### src/pqm_regs.vh
// Offsets, field positions, reset values and encodings of the port queue map and policing bank.
// Assumes a 16-bit byte address on the register port and 32-bit read and write data.
// How it works
// - Port index picks one of three ports
// - Queue pointer picks one of four queues
// - Nibble p low bits give priority p queue
// - Reset map: 7,6>3 5,4>2 3,2>1 1,0>0
// - Dropped-color bit limits color counts to drops
// - Drop-all drops everything above maximum threshold
// - Packet type selects which count reads back
// - Clear port-based bit polices per queue via port zero
// - Color-aware non-IP frames take the configured color
// - Color marking only while mark enable set
// - Remap bit remaps DSCP color, else direct
// - SRP packets droppable only with drop-SRP set
// - Police mode: one blind, zero aware
// - Police enable gates policing and WRED, resets zero
`ifndef PQM_REGS_VH
`define PQM_REGS_VH

// Register byte offsets.
`define PQM_PTR_OFS 16'h0804
`define PQM_MAP_OFS 16'h0808
`define PQM_POL_OFS 16'h080c
`define PQM_CNT_OFS 16'h0810

// Pointer register fields.
`define PQM_PTR_PORT_HI 18
`define PQM_PTR_PORT_LO 16
`define PQM_PTR_QUEUE_HI 1
`define PQM_PTR_QUEUE_LO 0
`define PQM_NUM_PORTS 3'h3

// Priority map reset value, two used bits per nibble.
`define PQM_MAP_RESET 32'h33221100

// Police control fields and reset value.
`define PQM_POL_WIDTH 12
`define PQM_POL_RESET 12'h020
`define PQM_POL_DROPPED_COLOR 11
`define PQM_POL_DROP_ALL 10
`define PQM_POL_PTYPE_HI 9
`define PQM_POL_PTYPE_LO 8
`define PQM_POL_PORT_BASED 7
`define PQM_POL_NONIP_HI 6
`define PQM_POL_NONIP_LO 5
`define PQM_POL_MARK_EN 4
`define PQM_POL_REMAP_EN 3
`define PQM_POL_DROP_SRP 2
`define PQM_POL_BLIND 1
`define PQM_POL_ENABLE 0

// Colors share their codes with the packet type field.
`define PQM_TYPE_DROPPED 2'h0
`define PQM_COLOR_GREEN 2'h1
`define PQM_COLOR_YELLOW 2'h2
`define PQM_COLOR_RED 2'h3

// Packet monitor counters.
`define PQM_CNT_WIDTH 16
`define PQM_CNT_MAX 16'hffff

`endif

### src/pqm_ctrl.v
// Port queue map and policing control bank with its per-packet decision path.
// Assumes a single-cycle register port and one packet descriptor per cycle at most.
//
// The implementer's own choice: strobed register access.
`include "pqm_regs.vh"

module pqm_ctrl (
  input wire sys_clk,
  input wire reset_n,
  input wire [15:0] reg_addr,
  input wire [31:0] reg_wdata,
  input wire reg_wr,
  input wire reg_rd,
  output reg [31:0] reg_rdata,
  input wire pkt_valid,
  input wire [1:0] pkt_port,
  input wire [2:0] pkt_prio,
  input wire pkt_is_ip,
  input wire [1:0] pkt_dscp_color,
  input wire [1:0] pkt_remap_color,
  input wire [1:0] pkt_meter_color,
  input wire pkt_srp,
  input wire pm_over_max,
  input wire pm_prob_drop,
  output reg dec_valid,
  output reg [1:0] dec_queue,
  output reg [1:0] dec_color,
  output reg dec_drop,
  output reg dec_mark
);

  localparam NUM_ENT = 12;
  localparam NUM_CNT = 48;
  localparam [31:0] MAP_RST = `PQM_MAP_RESET;

  // Read data path states, one-hot.
  localparam RD_IDLE = 2'b01;
  localparam RD_DATA = 2'b10;

  // Entry index of a port and queue pair.
  function [3:0] ent_idx;
    input [2:0] port;
    input [1:0] queue;
    begin
      ent_idx = {port[1:0], queue};
    end
  endfunction

  // Only ports zero to two own storage; higher indexes are unbacked.
  function port_ok;
    input [2:0] port;
    begin
      port_ok = (port < `PQM_NUM_PORTS);
    end
  endfunction

  reg [2:0] port_idx_q;
  reg [1:0] queue_ptr_q;
  reg [1:0] map_q [0:7];
  reg [11:0] pol_q [0:NUM_ENT-1];
  reg [15:0] cnt_q [0:NUM_CNT-1];
  reg [1:0] rd_state_q;
  reg [31:0] rd_hold_q;

  reg dec_act_q;
  reg [3:0] dec_ent_q;

  wire wr_ptr;
  wire wr_map;
  wire wr_pol;
  wire ptr_ok;
  wire [3:0] ptr_ent;
  wire [11:0] ptr_pol;
  wire [1:0] pkt_queue;
  wire aggr_mode;
  wire [2:0] pkt_pol_port;
  wire [3:0] pkt_ent;
  wire pkt_ok;
  wire [11:0] pkt_ctrl;
  wire dp_active;
  wire [1:0] dp_color;
  wire dp_drop;
  wire dp_mark;
  wire [31:0] map_word;

  // Write decode; an unmapped address takes no write.
  assign wr_ptr = reg_wr && (reg_addr == `PQM_PTR_OFS);
  assign wr_map = reg_wr && (reg_addr == `PQM_MAP_OFS);
  assign wr_pol = reg_wr && (reg_addr == `PQM_POL_OFS);

  // The pointer selects the indirect entry that police accesses reach.
  assign ptr_ok = port_ok(port_idx_q);
  assign ptr_ent = ent_idx(port_idx_q, queue_ptr_q);
  assign ptr_pol = ptr_ok ? pol_q[ptr_ent] : 12'h000;

  // Pointer register: only the port index and queue pointer are stored.
  always @(posedge sys_clk or negedge reset_n) begin
    if (!reset_n) begin
      port_idx_q <= 3'h0;
      queue_ptr_q <= 2'h0;
    end else if (wr_ptr) begin
      port_idx_q <= reg_wdata[`PQM_PTR_PORT_HI:`PQM_PTR_PORT_LO];
      queue_ptr_q <= reg_wdata[`PQM_PTR_QUEUE_HI:`PQM_PTR_QUEUE_LO];
    end
  end

  // Priority map: the two reserved bits of each nibble are not kept.
  genvar p;
  generate
    for (p = 0; p < 8; p = p + 1) begin : g_map
      always @(posedge sys_clk or negedge reset_n) begin
        if (!reset_n) begin
          map_q[p] <= MAP_RST[4*p +: 2];
        end else if (wr_map) begin
          map_q[p] <= reg_wdata[4*p +: 2];
        end
      end
      assign map_word[4*p +: 4] = {2'b00, map_q[p]};
    end
  endgenerate

  // Police control storage, one entry per port and queue.
  // A write with an unbacked port index is dropped rather than aliased.
  genvar e;
  generate
    for (e = 0; e < NUM_ENT; e = e + 1) begin : g_pol
      always @(posedge sys_clk or negedge reset_n) begin
        if (!reset_n) begin
          pol_q[e] <= `PQM_POL_RESET;
        end else if (wr_pol && ptr_ok && (ptr_ent == e)) begin
          pol_q[e] <= reg_wdata[11:0];
        end
      end
    end
  endgenerate

  // Egress queue of the arriving packet.
  assign pkt_queue = map_q[pkt_prio];

  // Port zero's entry of the queue decides between per-port and aggregated policing.
  assign aggr_mode = !pol_q[ent_idx(3'h0, pkt_queue)][`PQM_POL_PORT_BASED];
  assign pkt_pol_port = aggr_mode ? 3'h0 : {1'b0, pkt_port};
  assign pkt_ok = port_ok(pkt_pol_port);
  assign pkt_ent = ent_idx(pkt_pol_port, pkt_queue);
  assign pkt_ctrl = pkt_ok ? pol_q[pkt_ent] : 12'h000;

  // Decision logic for the selected entry.
  pqm_police_dec u_dec (
    .ctrl(pkt_ctrl),
    .is_ip(pkt_is_ip),
    .dscp_color(pkt_dscp_color),
    .remap_color(pkt_remap_color),
    .meter_color(pkt_meter_color),
    .srp(pkt_srp),
    .pm_over_max(pm_over_max),
    .pm_prob_drop(pm_prob_drop),
    .active(dp_active),
    .color(dp_color),
    .drop(dp_drop),
    .mark(dp_mark)
  );

  // Decision outputs are registered so they stand one clean cycle.
  always @(posedge sys_clk or negedge reset_n) begin
    if (!reset_n) begin
      dec_valid <= 1'b0;
      dec_queue <= 2'h0;
      dec_color <= 2'h0;
      dec_drop <= 1'b0;
      dec_mark <= 1'b0;
      dec_act_q <= 1'b0;
      dec_ent_q <= 4'h0;
    end else begin
      dec_valid <= pkt_valid;
      if (pkt_valid) begin
        dec_queue <= pkt_queue;
        dec_color <= dp_color;
        dec_drop <= dp_drop;
        dec_mark <= dp_mark;
        dec_act_q <= dp_active && pkt_ok;
        dec_ent_q <= pkt_ent;
      end
    end
  end

  // Packet monitor counters: per entry one dropped count and three color counts.
  // Counters saturate rather than wrap so a reading never falls below an earlier one.
  genvar c;
  generate
    for (c = 0; c < NUM_CNT; c = c + 1) begin : g_cnt
      wire hit_ent;
      wire hit;
      assign hit_ent = dec_valid && dec_act_q && (dec_ent_q == (c / 4));
      if ((c % 4) == 0) begin : g_drop
        assign hit = hit_ent && dec_drop;
      end else begin : g_color
        assign hit = hit_ent && (dec_color == (c % 4)) &&
                     (!pol_q[c/4][`PQM_POL_DROPPED_COLOR] || dec_drop);
      end
      always @(posedge sys_clk or negedge reset_n) begin
        if (!reset_n) begin
          cnt_q[c] <= 16'h0000;
        end else if (hit && (cnt_q[c] != `PQM_CNT_MAX)) begin
          cnt_q[c] <= cnt_q[c] + 16'h0001;
        end
      end
    end
  endgenerate

  // Read mux; unmapped addresses and reserved bits read as zero.
  reg [31:0] rd_mux;
  always @* begin
    rd_mux = 32'h00000000;
    case (reg_addr)
      `PQM_PTR_OFS: begin
        rd_mux[`PQM_PTR_PORT_HI:`PQM_PTR_PORT_LO] = port_idx_q;
        rd_mux[`PQM_PTR_QUEUE_HI:`PQM_PTR_QUEUE_LO] = queue_ptr_q;
      end
      `PQM_MAP_OFS: begin
        rd_mux = map_word;
      end
      `PQM_POL_OFS: begin
        rd_mux[11:0] = ptr_pol;
      end
      `PQM_CNT_OFS: begin
        if (ptr_ok) begin
          rd_mux[15:0] = cnt_q[{ptr_ent, ptr_pol[`PQM_POL_PTYPE_HI:`PQM_POL_PTYPE_LO]}];
        end
      end
      default: begin
        rd_mux = 32'h00000000;
      end
    endcase
  end

  // Read data stands only in the cycle after the strobe and is zero otherwise.
  always @(posedge sys_clk or negedge reset_n) begin
    if (!reset_n) begin
      rd_state_q <= RD_IDLE;
      rd_hold_q <= 32'h00000000;
    end else begin
      case (rd_state_q)
        RD_IDLE: begin
          if (reg_rd) begin
            rd_state_q <= RD_DATA;
            rd_hold_q <= rd_mux;
          end
        end
        RD_DATA: begin
          if (reg_rd) begin
            rd_hold_q <= rd_mux;
          end else begin
            rd_state_q <= RD_IDLE;
            rd_hold_q <= 32'h00000000;
          end
        end
        default: begin
          rd_state_q <= RD_IDLE;
          rd_hold_q <= 32'h00000000;
        end
      endcase
    end
  end

  // Output copy of the held read word.
  always @* begin
    reg_rdata = rd_hold_q;
  end

endmodule // pqm_ctrl

### src/pqm_police_dec.v
// Per-packet policing and WRED decision for one control entry.
// Assumes the meter color and WRED drop inputs come from logic outside this bank.
`include "pqm_regs.vh"

module pqm_police_dec (
  input wire [11:0] ctrl,
  input wire is_ip,
  input wire [1:0] dscp_color,
  input wire [1:0] remap_color,
  input wire [1:0] meter_color,
  input wire srp,
  input wire pm_over_max,
  input wire pm_prob_drop,
  output reg active,
  output reg [1:0] color,
  output reg drop,
  output reg mark
);

  reg [1:0] in_color;
  reg wred_hit;

  // The worse of the incoming color and the meter color wins, as codes grow with severity.
  always @* begin
    active = ctrl[`PQM_POL_ENABLE];
    if (ctrl[`PQM_POL_BLIND]) begin
      in_color = `PQM_COLOR_GREEN;
    end else if (!is_ip) begin
      in_color = ctrl[`PQM_POL_NONIP_HI:`PQM_POL_NONIP_LO];
    end else if (ctrl[`PQM_POL_REMAP_EN]) begin
      in_color = remap_color;
    end else begin
      in_color = dscp_color;
    end
    wred_hit = ctrl[`PQM_POL_DROP_ALL] ? pm_over_max : pm_prob_drop;
    if (!active) begin
      color = `PQM_COLOR_GREEN;
      drop = 1'b0;
      mark = 1'b0;
    end else begin
      color = (meter_color > in_color) ? meter_color : in_color;
      drop = wred_hit && (!srp || ctrl[`PQM_POL_DROP_SRP]);
      mark = ctrl[`PQM_POL_MARK_EN];
    end
  end

endmodule // pqm_police_dec

### config.mk
export PLATFORM = sky130hd
export DESIGN_NAME = pqm_ctrl
export DESIGN_NICKNAME = d
export VERILOG_FILES = /design/src/pqm_ctrl.v /design/src/pqm_police_dec.v
export VERILOG_INCLUDE_DIRS = /design/src
export SDC_FILE = /design/constraint.sdc
export NUM_CORES = 2
export LEC_CHECK = 0
export BUFFER_PORTS_ARGS = -buffer_cell sky130_fd_sc_hd__buf_2
export CAP_MARGIN = 20
export CELL_PAD_IN_SITES_DETAIL_PLACEMENT = 1
export CELL_PAD_IN_SITES_GLOBAL_PLACEMENT = 2
export CORE_UTILIZATION = 30
export CTS_BUF_LIST = sky130_fd_sc_hd__clkbuf_4
export DETAILED_ROUTE_END_ITERATION = 10
export GPL_TIMING_DRIVEN = 0
export PLACE_DENSITY = 0.58
export SYNTH_ARGS = -nofsm -noshare
export SYNTH_HDL_FRONTEND = slang
export SYNTH_SLANG_ARGS = --single-unit
### constraint.sdc
create_clock -name sys_clk -period 4.34 [get_ports sys_clk]
set_input_delay 1.085 -clock sys_clk [delete_from_list [all_inputs] [get_ports sys_clk]]
set_output_delay 1.085 -clock sys_clk [all_outputs]
set_load 0.01 [all_outputs]
Yosys cells after proc, flatten, opt, wreduce, memory -nomap -nowiden --
Cells that the tools add are included.
Storage, ports and cells: register bits after elaboration 979, logic and storage cells 451, input bits 68, output and inout bits 39
Operators by class: reduce and logical (&&, ||, !) cells 192, multiplexer cells 38, equality and inequality tests 81, add/subtract/negate cells 48, magnitude comparators 8, bitwise gates (word level) 5
Operators by type and width (number):
- adder 16 x 1 -> 16 bit, second input constant | 48
- inequality test 16 bit, second input constant | 48
- logical AND 1 bit | 163
- binary-select mux 12 bit (select 4 bit) | 3
- binary-select mux 16 bit (select 6 bit) | 1
- == test 16 x 12 -> 1 bit, second input constant | 4
- case mux 32 bit (2 select lines) | 1
- two-way mux 16 bit | 3
- two-way mux 11 bit | 4
- two-way mux 12 bit | 3
- == test 4 x 3 -> 1 bit, second input constant | 8
- == test 4 bit, second input constant | 8
- two-way mux 32 bit | 1
- two-way mux 30 bit | 1
- case mux 10 bit (3 select lines) | 1
- two-way mux 2 bit | 10
- == test 4 x 2 -> 1 bit, second input constant | 4
- two-way mux 8 bit | 2
- greater-or-equal comparator 5 bit, second input constant | 3
- logical NOT 1 bit | 13
- logical OR 1 bit | 13
- inverter 4 -> 5 bit | 2
- == test 4 x 1 -> 1 bit, second input constant | 2
- logical NOT 4 bit | 2
- other kinds (18) | 24

Longest topological paths before layout --
word-level depth 20, mapped depth 17, depth with buffers taken out 15

Cells and area by module --
From an unflattened synthesis, not the netlist that was laid out.
Second synthesis, totals: cell total of the unflattened synthesis 4685, area total of the unflattened synthesis 50126.8 µm²
By module, submodules not included:
- pqm_ctrl | sequential area each 24299.6 µm², cells an instance 4661, area each 49947.9 µm², times used 1
- pqm_police_dec | sequential area each 0.0 µm², cells an instance 24, area each 178.9 µm², times used 1

Worst setup path after synthesis --
Ideal clock, no wire load.
kind input to register, start point input pkt_prio[1], end point register dec_color[0], setup time 121 ps, buffers on the path 5, slack -226 ps, cell stages on the path 15, required time 4219 ps, arrival time 4444 ps, cell sequence buf_6 -> mux2i_1 -> mux4_2 -> clkbuf_1 -> buf_2 -> clkbuf_1 -> buf_2 -> mux4_2 -> a21oi_1 -> a311oi_1 -> o21ai_0 -> ha_1 -> o22ai_1 -> mux2_2 -> o22a_1
On the way: cells in the longest elaborated chain, start to end 20, elaborated cells between the ends (all ways) 21, those cells by class order compare: 2; mux: 16; bitwise: 3
Ends and longest elaborated chain:
- start: declaration | RTL line pqm_ctrl.v:17 | input wire [2:0] pkt_prio,
- inverter 3 -> 4 bit (not written as such) (*) | RTL line pqm_ctrl.v:138 | assign pkt_queue = map_q[pkt_prio];
- binary-select mux 2 bit (select 3 bit) (*) | RTL line pqm_ctrl.v:138
- two-way mux 2 bit (not written as such) (*) (2 in series) | RTL line pqm_ctrl.v:138
- inverter 2 -> 5 bit (not written as such) | RTL line pqm_ctrl.v:141 | assign aggr_mode = !pol_q[ent_idx(3'h0, pkt_queue)][`PQM_POL_PORT_BASED];
- binary-select mux 12 bit (select 4 bit) | RTL line pqm_ctrl.v:141
- two-way mux 8 bit (not written as such) (2 in series) | RTL line pqm_ctrl.v:141
- two-way mux 2 bit | RTL line pqm_ctrl.v:142 | assign pkt_pol_port = aggr_mode ? 3'h0 : {1'b0, pkt_port};
- inverter 4 -> 5 bit (not written as such) | RTL line pqm_ctrl.v:145 | assign pkt_ctrl = pkt_ok ? pol_q[pkt_ent] : 12'h000;
- binary-select mux 12 bit (select 4 bit) | RTL line pqm_ctrl.v:145
- two-way mux 11 bit (not written as such) (2 in series) | RTL line pqm_ctrl.v:145
- two-way mux 11 bit (*) | RTL line pqm_ctrl.v:145
- two-way mux 2 bit | RTL line pqm_police_dec.v:30 | end else if (ctrl[`PQM_POL_REMAP_EN]) begin
- two-way mux 2 bit | RTL line pqm_police_dec.v:28 | end else if (!is_ip) begin
- two-way mux 2 bit | RTL line pqm_police_dec.v:26 | if (ctrl[`PQM_POL_BLIND]) begin
- greater-than comparator 2 bit | RTL line pqm_police_dec.v:41 | color = (meter_color > in_color) ? meter_color : in_color;
- two-way mux 2 bit | RTL line pqm_police_dec.v:41
- two-way mux 2 bit (*) | RTL line pqm_police_dec.v:36 | if (!active) begin
- end signal: assignment | RTL line pqm_ctrl.v:177 | dec_color <= dp_color;
- end: declaration | RTL line pqm_ctrl.v:27 | output reg [1:0] dec_color,
Mark *: on every way between the ends. The rest lies on a longest branch, timed or not. The select of a mux whose other input is x is not followed. A chain may end at the register's enable or synchronous reset.

Final worst setup path --
start point register queue_ptr_q[0], end point register rd_hold_q[8], in the netlist reg_rdata[8]
On the way: cells in the longest elaborated chain, start to end 13, elaborated cells between the ends (all ways) 14, those cells by class mux: 12; bitwise: 2
Ends and longest elaborated chain:
- start: declaration | RTL line pqm_ctrl.v:58 | reg [1:0] queue_ptr_q;
- start signal: assignment | RTL line pqm_ctrl.v:103 | queue_ptr_q <= reg_wdata[`PQM_PTR_QUEUE_HI:`PQM_PTR_QUEUE_LO];
- inverter 4 -> 5 bit (not written as such) | RTL line pqm_ctrl.v:94 | assign ptr_pol = ptr_ok ? pol_q[ptr_ent] : 12'h000;
- binary-select mux 12 bit (select 4 bit) | RTL line pqm_ctrl.v:94
- two-way mux 12 bit (not written as such) (2 in series) | RTL line pqm_ctrl.v:94
- two-way mux 12 bit | RTL line pqm_ctrl.v:94
- inverter 6 -> 7 bit | RTL line pqm_ctrl.v:227 | rd_mux[15:0] = cnt_q[{ptr_ent, ptr_pol[`PQM_POL_PTYPE_HI:`PQM_POL_PTYPE_LO]}];
- binary-select mux 16 bit (select 6 bit) | RTL line pqm_ctrl.v:227
- two-way mux 16 bit (2 in series) | RTL line pqm_ctrl.v:227
- two-way mux 16 bit | RTL line pqm_ctrl.v:226 | if (ptr_ok) begin
- case mux 10 bit (3 select lines) (*) | RTL line pqm_ctrl.v:214 | case (reg_addr)
- two-way mux 30 bit / two-way mux 32 bit (equally long branches) | RTL line pqm_ctrl.v:250, pqm_ctrl.v:244
- case mux 32 bit (2 select lines) (*) | RTL line pqm_ctrl.v:242 | case (rd_state_q)
- end signal: assignment | RTL line pqm_ctrl.v:246 | rd_hold_q <= rd_mux;
- end signal: assignment | RTL line pqm_ctrl.v:251 | rd_hold_q <= rd_mux;
- end: declaration | RTL line pqm_ctrl.v:63 | reg [31:0] rd_hold_q;
Marks and branches as above.

==> results.tsv <==
stage	metric	value	unit
status	status	complete, but fails checks	
status	failed_checks	negative setup slack	
sta	rsz0062_at_grt	yes	
worst_hold_path	hold_class	in -> reg	
cts	clk_pin_slew	0.06	ns
critical_path	critPathRequiredTime	5.56	ns
global_route	track_usage	28.0	%
power_and_ir_drop	power-per-cell-area	320	mW/mm²
synthesis	synth-main-ff-cell	dfrtp_1	
drt	drt-initial-drc-count	3631	
drt	drc_errors	0	
sta	worstMarginPinSlew	1.17	ns
sta	slew_viol_final	0	
critical_path	critical_path_class	reg -> reg	
job	maxCapViolations	0	
floorplan	core-area	0.165	mm²
global_route	grt_pass1_wl	332000	µm
synthesis	syn-instance-count	4723	
placed_design	port_buffers	88	
cells_and_area	area_growth	17.7	%
sta	fin_crit_sh	102	%
synthesis	yosys-top-cells-area	dfrtp_1 (48%), xnor2_1 (8.4%), mux2_2 (4.8%), nand2_1 (4.3%), xor2_1 (3.7%)	
sta	fin_crit	4.43	ns
drt	via_per_inst	5.51	
sta	finalSetupTns	-0.202	ns
floorplan	die_x	410	µm
critical_path	cp_max_fo	10	
synthesis	ys_seq_area_share	48.6	%
critical_path	crit_arrival	5.65	ns
drt	routed-via-count	41900	
cells_and_area	nets	5338	
global_route	antenna_found_initial	16	
synthesis	synth_cell_type_count	75	
sta	hold_viol_final	0	
cells_and_area	fin_area	0.0588	mm²
cts	numCtsBuffers	318	
floorplan	die_area	0.168	mm²
critical_path	end_kind	register	
sta	setup_viol	4	
cts	cts_tree	done	
floorplan	start_util	30.3	%
drt	dr_wl_met2	106000	µm
synthesis	synth-seq-cells	970	
critical_path	startpoint_type	register	
power_and_ir_drop	p_leak	26.4	nW
cts	htree_levels	5	
placed_design	place_hpwl	174000	µm
synthesis	synth_top_area_share	47.5	%
global_route	grt_pass1_vias	42800	
floorplan	die-height	410	µm
sta	post-route-worst-setup-slack	-0.0923	ns
floorplan	fp-row-count	149	
placed_design	place_congestion	0.961	
sta	finClkSkew	0.124	ns
power_and_ir_drop	ir_drop	0.274	mV
cts	clock_latency	1.37	ns
synthesis	ys_warn_count	0	
synthesis	async_flop_share	100	%
drt	dr.pass1.iters	7	
drt	drt_wl_total	236000	µm
floorplan	pin_count	107	
drt	wl_per_cell	31.0	µm
cells_and_area	final_cell_mix	dfrtp_1 (948), nand2_1 (573), xnor2_1 (481), clkbuf_4 (461), nor2_1 (248)	
cells_and_area	layout_commonest_cell	dfrtp_1	
synthesis	avgSynthCellArea	10.6	µm²
drt	highest_layer	met5	
placed_design	placed_area	0.0541	mm²
synthesis	syn_area	0.0500	mm²
drt	ant_nets	0	
synthesis	yosys.area.top_type	dfrtp_1	
synthesis	synth_edf_count	0	
drt	dr_wl_met3	14700	µm
cts	cts_sinks	970	
global_route	grt_max_degree	147	
sta	relSlewSlack	21.9	%
cells_and_area	drive_gt1_share	20.4	%
cts	clockRootBuffer	clkbuf_4	
sta	fmaxAchievable	226	MHz
cells_and_area	fillers	18600	
global_route	overflow	0	
drt	m1WireLength	106000	µm
cts	cts_buffer_depth	4	
## metal layers
metal | vias up | global-route usage (%)
met3 | 446 | 5.48
met1 | 21900 | 38.4
met4 | 6 | 11.5
li1 | 18100 | -
met2 | 1390 | 43.0
met5 | - | 0
## kinds of logic (layout without fill, tap and decap cells)
kind of cell	count (synthesis)	after routing	share of synthesized area, %
other cells	1	13	0.00750
flops	970	970	48.6
xor+xnor	693	693	12.1
simple gates	1696	1696	16.5
compound gates	610	610	8.66
mux	441	441	10.5
fa+ha+maj	53	53	1.33
buf+inv	259	939	2.23
## final timing paths
kind                       cells after the start                       end                  startpoint  slack [ns]
max in group asynchronous                      5     pol_q[13]$_DFFE_PN0P_                     reset_n        1.79
min in group asynchronous                      2    cnt_q[316]$_DFFE_PN0P_                     reset_n        0.31
min                                            2     map_q[12]$_DFFE_PN0P_                reg_wdata[4]        0.13
min reg2reg                                    1    cnt_q[363]$_DFFE_PN0P_      cnt_q[363]$_DFFE_PN0P_        0.49
max reg2reg                                   14  reg_rdata[8]$_DFFE_PN0P_  queue_ptr_q[0]$_DFFE_PN0P_       -0.09
max                                           14  reg_rdata[8]$_DFFE_PN0P_  queue_ptr_q[0]$_DFFE_PN0P_       -0.09
## power breakdown
group	switching, mW	total, mW	internal [mW]
logic	0.354	0.467	0.114
registers	0.0151	9.08	9.06
clock network	4.50	9.25	4.76
total	4.87	18.8	13.9
## worst max-delay path, cell delays in order, from the launching register on
cell	delay (ns)
dfrtp_1	0.34
buf_6	0.17
mux4_2	0.53
and2_1	0.21
a31oi_4	0.30
buf_4	0.39
clkbuf_2	0.38
buf_16	0.20
clkbuf_4	0.42
nand3_1	0.16
a31oi_2	0.31
nand4_1	0.27
o21ai_1	0.35
nand2_1	0.11
nand3_1	0.10
## Yosys cell counts (all sizes together) (8+ instances only)
master  instances
nor2b          48
nand3         246
a221o          20
and2           20
inv            50
nand2b         14
or2            19
a22oi          38
xnor2         481
o21a            8
dfrtp         949
a222oi          9
nor3           80
a211oi         15
buf            95
a22o           19
a31oi          50
nor3b          17
dfstp          21
or3            24
mux4           45
nand4         204
clkbuf        114
mux2          213
nor2          251
nor4           18
o21ai         166
a21oi          69
a311oi         25
and4           19
ha             53
xor2          212
mux2i         183
and3          144
a221oi        134
nand2         576
## state kept, by name (all words and copies together), names as in the netlist, 2 cells and up
register     count
cnt_q          768
dec_color        2
dec_ent_q        3
map_q           16
pol_q          144
port_idx_q       3
queue_ptr_q      2
rd_state_q       2
reg_rdata       25
## per-stage QoR
| step | hold slack (ns) | power [mW] | util (%) | setup slack [ns] | std cells |
|---|---|---|---|---|---|
| 6_report | 0.132 | 18.8 | 35.6 | -0.0923 | 7604 |
| 5_1_grt | 0.0356 | 19.6 | 35.6 | -0.0929 | 7603 |
| 4_1_cts | 0.00438 | 19.1 | 35.5 | 0.00148 | 7597 |
| 3_5_place_dp | 0.479 | 9.70 | 32.7 | -2.42 | 7055 |
| 3_3_place_gp | 0.473 | 9.68 | 32.2 | -21.58 | 7006 |
| 2_1_floorplan | 0.452 | 9.36 | - | -0.117 | 4729 |
## layout make-up
| type | instances | area, µm² | area share, % |
|---|---|---|---|
| Clock buffer | 449 | 3370 | 5.73 |
| Inverter | 50 | 188 | 0.319 |
| Antenna cell | 6 | 15.0 | 0.0255 |
| Tap cell | 2189 | 2740 | 4.66 |
| Sequential cell | 970 | 24300 | 41.3 |
| Timing Repair Buffer | 172 | 1620 | 2.75 |
| Clock inverter | 63 | 272 | 0.462 |
| Buffer | 205 | 1290 | 2.20 |
| Multi-Input combinational cell | 3500 | 25000 | 42.5 |
## timing repair
action                                 in CTS  in global routing
buffers inserted                            7                  0
endpoints found under the hold margin     125                  0
hold buffers                               26                  0
setup endpoints to repair                  80                 18
gates resized for setup                   233                 35
pin swaps                                   9                  7
(Power assumes the default switching activity.)
